`config.mk`:
```
export PLATFORM = sky130hd
export DESIGN_NAME = tlic_ctrl
export DESIGN_NICKNAME = d
export VERILOG_FILES = /design/src/design/tlic_pkg.sv /design/src/design/tlic_ctrl.sv /design/src/design/tlic_ext_detect.sv
export VERILOG_INCLUDE_DIRS = /design/src /design/src/design
export SDC_FILE = /design/constraint.sdc
export NUM_CORES = 1
export LEC_CHECK = 0
export ABC_AREA = 1
export BUFFER_PORTS_ARGS = -buffer_cell sky130_fd_sc_hd__buf_2
export CAP_MARGIN = 25
export CORE_ASPECT_RATIO = 1.5
export CORE_MARGIN = 2
export CORE_UTILIZATION = 40
export CTS_CLUSTER_SIZE = 12
export DETAILED_ROUTE_END_ITERATION = 10
export GPL_TIMING_DRIVEN = 0
export PLACE_DENSITY = 0.61
export SYNTH_ARGS = -nofsm -noshare
export SYNTH_HDL_FRONTEND = slang
export SYNTH_SLANG_ARGS = --single-unit
```
`constraint.sdc`:
```
create_clock -name core_clk_i -period 1.7 [get_ports core_clk_i]
set_input_delay 0.17 -clock core_clk_i [delete_from_list [all_inputs] [get_ports core_clk_i]]
set_output_delay 0.17 -clock core_clk_i [all_outputs]
set_load 0.005 [all_outputs]
```
`src/design/tlic_consts.svh`:
```
/*
  constants for the two-level interrupt controller: register offsets, field positions,
  reset values and vector addresses. assumes inclusion by bare name from design files.
*/
`ifndef TLIC_CONSTS_SVH
`define TLIC_CONSTS_SVH

`define TLIC_NSRC 7
`define TLIC_ADDR_W 4
// register offsets
`define TLIC_OFF_SOURCE_EN 4'h0
`define TLIC_OFF_LEVEL_SEL 4'h1
`define TLIC_OFF_TIMER_CTL 4'h2
`define TLIC_OFF_STATUS 4'h3
`define TLIC_OFF_MASK 4'h4
`define TLIC_OFF_SERVICE 4'h5
`define TLIC_OFF_IDLE 4'h6
// field positions
`define TLIC_GLOBAL_EN_BIT 7
`define TLIC_EXT0_TRIG_BIT 0
`define TLIC_EXT1_TRIG_BIT 2
// reset values
`define TLIC_RST_SOURCE_EN 8'h00
`define TLIC_RST_LEVEL_SEL 8'h00
`define TLIC_RST_TIMER_CTL 8'h00
`define TLIC_RST_MASK 8'h00
// vector addresses: base plus eight per polling position
`define TLIC_VEC_BASE 16'h0003
`define TLIC_VEC_STEP 16'h0008
// status bit positions of the controller's own events
`define TLIC_EV_TAKE 0
`define TLIC_EV_WAKE 1
`define TLIC_EV_EXT1_EDGE 2

`endif

```
`src/design/tlic_pkg.sv`:
```
/*
  types for the two-level interrupt controller.
  assumes tlic_consts.svh is compiled alongside.
*/
package tlic_pkg;

  typedef struct packed {
    logic [3:0] addr;
    logic [7:0] wdata;
    logic wr;
    logic rd;
  } tlic_reg_req_t;

  typedef struct packed {
    logic valid;
    logic [15:0] vector;
    logic [2:0] source;
    logic high;
  } tlic_call_t;

  typedef enum logic [1:0] {
    TLIC_SVC_NONE = 2'b00,
    TLIC_SVC_LOW = 2'b01,
    TLIC_SVC_HIGH = 2'b10,
    TLIC_SVC_BOTH = 2'b11
  } tlic_svc_t;

endpackage : tlic_pkg

```
`src/design/tlic_ctrl.sv`:
```
/*
  two-level interrupt controller: enables, level select, trigger select, fixed polling
  order, nesting and vector call toward the core, idle wake-up and event interrupt.
  assumes a core that takes the call with call_ack_i and signals handler return
  with return_i; internal sources are single-clock-domain levels or pulses.
*/
// The implementer's own choices: the address map and the plain strobed port.
// Summary of operation
// - per-source enable bit gates each request
// - bit 7 is global enable
// - one level bit per source
// - low handler preempted only by high
// - high handler never preempted
// - high level wins over low
// - fixed polling order within a level
// - vector 0003H plus eight per position
// - acknowledge starts long call to vector
// - trigger bit selects low level or edge
// - external one counts both edges
// - enabled request clears the idle flag
`timescale 1ns/1ps
`include "tlic_consts.svh"

module tlic_ctrl (
  input wire logic core_clk_i, // core clock, 10 MHz
  input wire logic reset_i, // synchronous reset, active high
  input wire tlic_pkg::tlic_reg_req_t reg_req_i, // register port request
  output logic [7:0] reg_rdata_o, // read data, cycle after read strobe
  input wire logic external_input_zero_i, // external pin 0, async
  input wire logic external_input_one_i, // external pin 1, async
  input wire logic timer0_source_i, // timer 0 overflow level
  input wire logic timer1_source_i, // timer 1 overflow level
  input wire logic caption_source_i, // caption data ready level
  input wire logic serial_bus_source_i, // serial port level
  input wire logic display_blank_source_i, // display busy level
  input wire logic idle_set_i, // core enters idle
  output logic idle_flag_o, // idle state flag
  output tlic_pkg::tlic_call_t long_subroutine_call_o, // call request to core
  input wire logic call_ack_i, // core takes the call this cycle
  input wire logic return_i, // core ends the current handler
  output logic irq_o // event interrupt, level
);

  localparam int NSRC = `TLIC_NSRC;

  logic [7:0] source_enable_register_r;
  logic [7:0] level_select_register_r;
  logic [7:0] timer_control_register_r;
  logic [2:0] status_r;
  logic [2:0] status_nxt;
  logic [2:0] mask_r;
  logic [1:0] svc_r;
  logic [1:0] svc_nxt;
  logic idle_flag_r;
  logic [7:0] rdata_r;
  tlic_pkg::tlic_call_t call_r;

  // vector for polling position; used only by the call
  function automatic logic [15:0] vec_of(input logic [2:0] idx);
    vec_of = `TLIC_VEC_BASE + ({13'h0000, idx} << 3);
  endfunction : vec_of

  // lowest index set wins: the fixed polling order
  function automatic logic [2:0] first_of(input logic [NSRC-1:0] v);
    first_of = 3'h0;
    for (int i = NSRC - 1; i >= 0; i--) begin
      if (v[i]) begin
        first_of = i[2:0];
      end
    end
  endfunction : first_of

  wire ext0_edge_mode = timer_control_register_r[`TLIC_EXT0_TRIG_BIT];
  wire ext1_edge_mode = timer_control_register_r[`TLIC_EXT1_TRIG_BIT];
  wire take = call_r.valid & call_ack_i;
  wire take_ext0 = take & (call_r.source == 3'h0);
  wire take_ext1 = take & (call_r.source == 3'h2);
  wire ext0_req;
  wire ext1_req;
  wire ext1_edge;

  tlic_ext_detect u_ext0 (
    .core_clk_i(core_clk_i),
    .reset_i(reset_i),
    .pin_i(external_input_zero_i),
    .edge_mode_i(ext0_edge_mode),
    .both_edges_i(1'b0),
    .clear_i(take_ext0),
    .req_o(ext0_req),
    .edge_o()
  );

  tlic_ext_detect u_ext1 (
    .core_clk_i(core_clk_i),
    .reset_i(reset_i),
    .pin_i(external_input_one_i),
    .edge_mode_i(ext1_edge_mode),
    .both_edges_i(1'b1),
    .clear_i(take_ext1),
    .req_o(ext1_req),
    .edge_o(ext1_edge)
  );

  // polling order: ext0, timer0, ext1, timer1, caption, serial, display
  wire [NSRC-1:0] raw_req = {display_blank_source_i, serial_bus_source_i,
    caption_source_i, timer1_source_i, ext1_req, timer0_source_i, ext0_req};
  wire global_en = source_enable_register_r[`TLIC_GLOBAL_EN_BIT];
  wire [NSRC-1:0] en_req = raw_req & source_enable_register_r[NSRC-1:0]
    & {NSRC{global_en}};
  wire [NSRC-1:0] hi_req = en_req & level_select_register_r[NSRC-1:0];
  wire [NSRC-1:0] lo_req = en_req & ~level_select_register_r[NSRC-1:0];
  wire in_high = svc_r[1];
  wire in_low = svc_r[0];
  // high blocks all; low admits only high
  wire hi_ok = ~in_high & (|hi_req);
  wire lo_ok = ~in_high & ~in_low & (|lo_req);
  wire pick_high = hi_ok;
  wire [2:0] pick_idx = pick_high ? first_of(hi_req) : first_of(lo_req);
  wire pick_valid = hi_ok | lo_ok;

  // status events; a held call is withdrawn if its request vanishes
  wire [2:0] events;
  assign events[`TLIC_EV_TAKE] = take;
  assign events[`TLIC_EV_WAKE] = idle_flag_r & (|en_req);
  assign events[`TLIC_EV_EXT1_EDGE] = ext1_edge;

  // nesting: the most recent level ends first on return
  always_comb begin
    svc_nxt = svc_r;
    if (return_i) begin
      if (svc_r[1]) begin
        svc_nxt[1] = 1'b0;
      end else begin
        svc_nxt[0] = 1'b0;
      end
    end
    if (take) begin
      if (call_r.high) begin
        svc_nxt[1] = 1'b1;
      end else begin
        svc_nxt[0] = 1'b1;
      end
    end
  end

  wire wr_status = reg_req_i.wr & (reg_req_i.addr == `TLIC_OFF_STATUS);
  // write one clears; a new event in the same cycle wins
  assign status_nxt = events | (status_r & ~(wr_status ? reg_req_i.wdata[2:0] : 3'h0));

  wire wr_en = reg_req_i.wr & (reg_req_i.addr == `TLIC_OFF_SOURCE_EN);
  wire wr_lvl = reg_req_i.wr & (reg_req_i.addr == `TLIC_OFF_LEVEL_SEL);
  wire wr_timer_control_register = reg_req_i.wr & (reg_req_i.addr == `TLIC_OFF_TIMER_CTL);
  wire wr_mask = reg_req_i.wr & (reg_req_i.addr == `TLIC_OFF_MASK);

  always_ff @(posedge core_clk_i) begin
    if (reset_i) begin
      source_enable_register_r <= `TLIC_RST_SOURCE_EN;
      level_select_register_r <= `TLIC_RST_LEVEL_SEL;
      timer_control_register_r <= `TLIC_RST_TIMER_CTL;
      mask_r <= 3'(`TLIC_RST_MASK);
    end else begin
      if (wr_en) begin
        source_enable_register_r <= reg_req_i.wdata;
      end
      if (wr_lvl) begin
        level_select_register_r <= {1'b0, reg_req_i.wdata[6:0]};
      end
      if (wr_timer_control_register) begin
        timer_control_register_r <= reg_req_i.wdata;
      end
      if (wr_mask) begin
        mask_r <= reg_req_i.wdata[2:0];
      end
    end
  end

  always_ff @(posedge core_clk_i) begin
    if (reset_i) begin
      status_r <= 3'h0;
      svc_r <= 2'b00;
      idle_flag_r <= 1'b0;
    end else begin
      status_r <= status_nxt;
      svc_r <= svc_nxt;
      if (|en_req) begin
        idle_flag_r <= 1'b0;
      end else if (idle_set_i) begin
        idle_flag_r <= 1'b1;
      end
    end
  end

  // call is re-evaluated each cycle until the core takes it
  always_ff @(posedge core_clk_i) begin
    if (reset_i || take) begin
      call_r <= '0;
    end else begin
      call_r.valid <= pick_valid;
      call_r.high <= pick_high;
      call_r.source <= pick_idx;
      call_r.vector <= vec_of(pick_idx);
    end
  end

  wire [7:0] rd_mux =
    (reg_req_i.addr == `TLIC_OFF_SOURCE_EN) ? source_enable_register_r :
    (reg_req_i.addr == `TLIC_OFF_LEVEL_SEL) ? level_select_register_r :
    (reg_req_i.addr == `TLIC_OFF_TIMER_CTL) ? timer_control_register_r :
    (reg_req_i.addr == `TLIC_OFF_STATUS) ? {5'h00, status_r} :
    (reg_req_i.addr == `TLIC_OFF_MASK) ? {5'h00, mask_r} :
    (reg_req_i.addr == `TLIC_OFF_SERVICE) ? {6'h00, svc_r} :
    (reg_req_i.addr == `TLIC_OFF_IDLE) ? {7'h00, idle_flag_r} : 8'h00;

  always_ff @(posedge core_clk_i) begin
    if (reset_i) begin
      rdata_r <= 8'h00;
    end else begin
      rdata_r <= reg_req_i.rd ? rd_mux : 8'h00;
    end
  end

  assign reg_rdata_o = rdata_r;
  assign long_subroutine_call_o = call_r;
  assign idle_flag_o = idle_flag_r;
  assign irq_o = |(status_r & mask_r);

endmodule : tlic_ctrl

```
`src/design/tlic_ext_detect.sv`:
```
/*
  external input conditioner: two-flop synchroniser, level or edge detection and a
  pending latch for edge requests. assumes asynchronous pins and the core clock.
*/
`timescale 1ns/1ps
`include "tlic_consts.svh"

module tlic_ext_detect (
  input wire logic core_clk_i, // core clock
  input wire logic reset_i, // synchronous reset, active high
  input wire logic pin_i, // asynchronous external pin
  input wire logic edge_mode_i, // 1 = edge triggered
  input wire logic both_edges_i, // 1 = rising and falling both count
  input wire logic clear_i, // vector call taken for this source
  output logic req_o, // request toward the arbiter
  output logic edge_o // one-cycle pulse on a counted edge
);

  logic sync1_r;
  logic sync2_r;
  logic prev_r;
  logic pend_r;
  logic pend_nxt;
  wire fall = prev_r & ~sync2_r;
  wire rise = ~prev_r & sync2_r;
  wire hit = fall | (both_edges_i & rise);

  // set wins over the clear so an edge in the call cycle is not lost
  assign pend_nxt = hit | (pend_r & ~clear_i);

  always_ff @(posedge core_clk_i) begin
    if (reset_i) begin
      sync1_r <= 1'b1;
      sync2_r <= 1'b1;
      prev_r <= 1'b1;
      pend_r <= 1'b0;
    end else begin
      sync1_r <= pin_i;
      sync2_r <= sync1_r;
      prev_r <= sync2_r;
      pend_r <= edge_mode_i ? pend_nxt : 1'b0;
    end
  end

  assign req_o = edge_mode_i ? pend_r : ~sync2_r;
  assign edge_o = edge_mode_i & hit;

endmodule : tlic_ext_detect

```
==> results.ini <==
[timing]
hold_violations=0
slew_viol_final=0
tightest_slew_ns=0.527
relSlewSlack_pct=64.9
max_clock_freq_ghz=0.746
finalSetupTns_ns=0
min_period_ns=1.34
fin_worst_skew_ns=0.00499
period_share_pct=78.9
holdWs_ns=0.0366
setup_viol=0
rsz0062_at_grt=no

[floorplanning]
start_util_pct=41.8
die_area_mm2=0.00712
ios=57
die_w_um=69.6
fp.dieH_um=102
num_rows=35
coreArea_mm2=0.00617

[global_routing]
grt_pass1_wl_mm=10.5
grt_max_degree=18
grt_pass1_vias=2350
grt_antenna_before_repair=0
grt_use_total_pct=18.8
gr-total-overflow=0

[logic_synthesis]
async_reset_ff_share_pct=0
synth.distinct_cells=29
synth_area_mm2=0.00258
synth_edf_count=0
synth.most_common_cell=nand2_1
yosysWarnings=0
synth_common_cells=nand2_1, dfxtp_1, a21oi_1, inv_1, nor2_1
ys_seq_area_share_pct=41.9
yosys.area.top_type_share_pct=41.9
ys_top_cells_by_area=dfxtp_1, a21oi_1, nand2_1
avgSynthCellArea_um2=7.25
yosys.area.top_type=dfxtp_1
synth_flop_cell=dfxtp_1
synth_seq_cells=54
synth_cells=356

[drt]
via_per_inst=4.88
drc=0
detail-route-antenna-nets=0
drt_first_pass_iters=4
vias=2399
wirelength_mm=6.36
drt-initial-drc-count=122
wire_per_inst_um=12.9

[setup_path]
r2r.worst_path.cells=10
crit_chain=buf_6 -> nand3_1 -> nor2_1 -> nor2_1 -> o21ai_0 -> nand2_1 -> nand2_1 -> nand2_1 -> inv_1 -> nor2_1
critPathMaxStageDelay_ns=0.36
worstPathRequired_ns=1.91
worst-path-buf-inv=2
cp-start-kind=register
cpMaxStageDelayCell=dfxtp_1
crit_fanout=10
crit_arrival_ns=1.55
r2r_slack_ns=0.36
crit_type=reg -> reg
crit_path_end=long_subroutine_call_o[1]$_SDFF_PP0_
r2r-end=long_subroutine_call_o[1]$_SDFF_PP0_
cp_num_cells=10
critPathCaptureType=register
critPathTopFamily=simple AND/OR/NAND/NOR gates
worstSetupStartpoint=source_enable_register_r[7]$_SDFFE_PP0P_
r2r-start=source_enable_register_r[7]$_SDFFE_PP0P_

[pwr]
seqPwrFrac_pct=58.8
power.clock.fraction_pct=32.9
irDropWorstVdd_mv=0.454
p_switching_mw=0.551
p_comb_share_pct=8.3
power_density_mw_per_mm2=730
p_int_mw=1.66
cellLeakagePower_nw=1.33
swShare_pct=24.9

[clock_network]
clk_latency_ns=0.30
clk_pin_slew_ns=0.10
ctsResizeCount=0
cts_buffers=5
htreeDepth=2
cts_sinks=54
cts_tree=built
cts-root-buf=clkbuf_8
post-cts-setup-buffers=0
clk_path_buf_depth=2
cts_hold_buf=0

[finish]
diodes=0
nets=443
syn_to_final_growth_pct=17.1
layout-drive-gt1-share_pct=23.9

[worst_hold_path]
hold_path_class=in -> reg

[place]
io_buffers=44
gp_congestion=0.915
dp_hpwl_mm=5.05

[job]
drv_cap=0

[outcome]
status=finished, final reports clean

[layout by cell type (no fill, tap or decap), types with 6 or more instances in the layout]
master   Yosys  routed
inv_1       44      44
nand2_1     62      62
nor2_1      28      28
o21ai_0     25      25
conb_1       1      11
buf_2        1      45
o22ai_1      6       6
nand3_1     25      25
buf_4       17      17
nor2_2       6       6
nand3_2      6       6
or2_2        6       6
dfxtp_1     54      54
a21oi_1     47      47
[metrics by stage]
| step | instances | area (µm²) | setup WS (ns) | power, mW | util, % |
|---|---|---|---|---|---|
| 6_report | 492 | 3020 | 0.359 | 2.21 | 48.9 |
| 5_1_grt | 492 | 3020 | 0.177 | 2.32 | 48.9 |
| 4_1_cts | 492 | 3020 | 0.361 | 2.23 | 48.9 |
| 3_5_place_dp | 484 | 2930 | 0.300 | 1.51 | 47.5 |
| 3_3_place_gp | 484 | 2930 | 0.294 | 1.51 | 47.5 |
| 2_1_floorplan | 366 | 2620 | 0.556 | 1.43 | - |
[power by group through the flow]
stage,Clock [mW],Sequential (mW),Combinational (mW)
3_5_place_dp,0,1.33,0.183
6_report,0.726,1.30,0.184
2_1_floorplan,0,1.32,0.109
5_1_grt,0.810,1.30,0.207
3_3_place_gp,0,1.33,0.183
4_1_cts,0.750,1.30,0.184
[logic make-up after synthesis]
family          after synthesis  share of synthesized area, %
flops                        54                          41.9
buf+inv                      71                          13.4
xor+xnor                      1                         0.339
compound gates               83                          16.8
other cells                   1                         0.145
simple gates                146                          27.4
[worst min path at each step]
| stage | start | to | slack [ns] | cells after the start |
|---|---|---|---|---|
| 2_1_floorplan | external_input_zero_i | u_ext0.sync1_r$_SDFF_PP1_ | 0.27 | 1 |
| 3_3_place_gp | external_input_zero_i | u_ext0.sync1_r$_SDFF_PP1_ | 0.35 | 2 |
| 3_5_place_dp | external_input_zero_i | u_ext0.sync1_r$_SDFF_PP1_ | 0.35 | 2 |
| 4_1_cts | external_input_zero_i | u_ext0.sync1_r$_SDFF_PP1_ | 0.03 | 2 |
| 5_1_grt | external_input_zero_i | u_ext0.sync1_r$_SDFF_PP1_ | 0.02 | 2 |
| 6_report | external_input_zero_i | u_ext0.sync1_r$_SDFF_PP1_ | 0.04 | 2 |
[flip-flops by register name, indices dropped and copies added (netlist names)]
register / cells
timer_control_register_r: 8
source_enable_register_r: 8
idle_flag_o: 1
u_ext1.pend_r: 1
reg_rdata_o: 8
u_ext0.pend_r: 1
svc_r: 2
u_ext1.sync2_r: 1
u_ext0.sync1_r: 1
long_subroutine_call_o: 6
status_r: 3
u_ext0.prev_r: 1
u_ext1.prev_r: 1
mask_r: 3
u_ext0.sync2_r: 1
u_ext1.sync1_r: 1
level_select_register_r: 7
[final cells by class]
type | count | area [µm²]
repair buffers | 44 | 220
inverters | 47 | 176
plain buffers | 24 | 170
clock inverters | 2 | 17.5
multi-input cells | 241 | 1190
clock buffers | 6 | 72.6
fillers | 649 | 3150
well taps | 74 | 92.6
flip-flops and latches | 54 | 1080
[routing by layer]
layer	up-vias	GRT usage, %	share of wire [%]
li1	1249	-	-
met4	0	8.75	2.2
met1	1084	20.1	40
met3	11	2.96	4.6
met2	55	35.9	53
met5	-	0	0
Note: power is estimated with default switching activity, not from simulation.
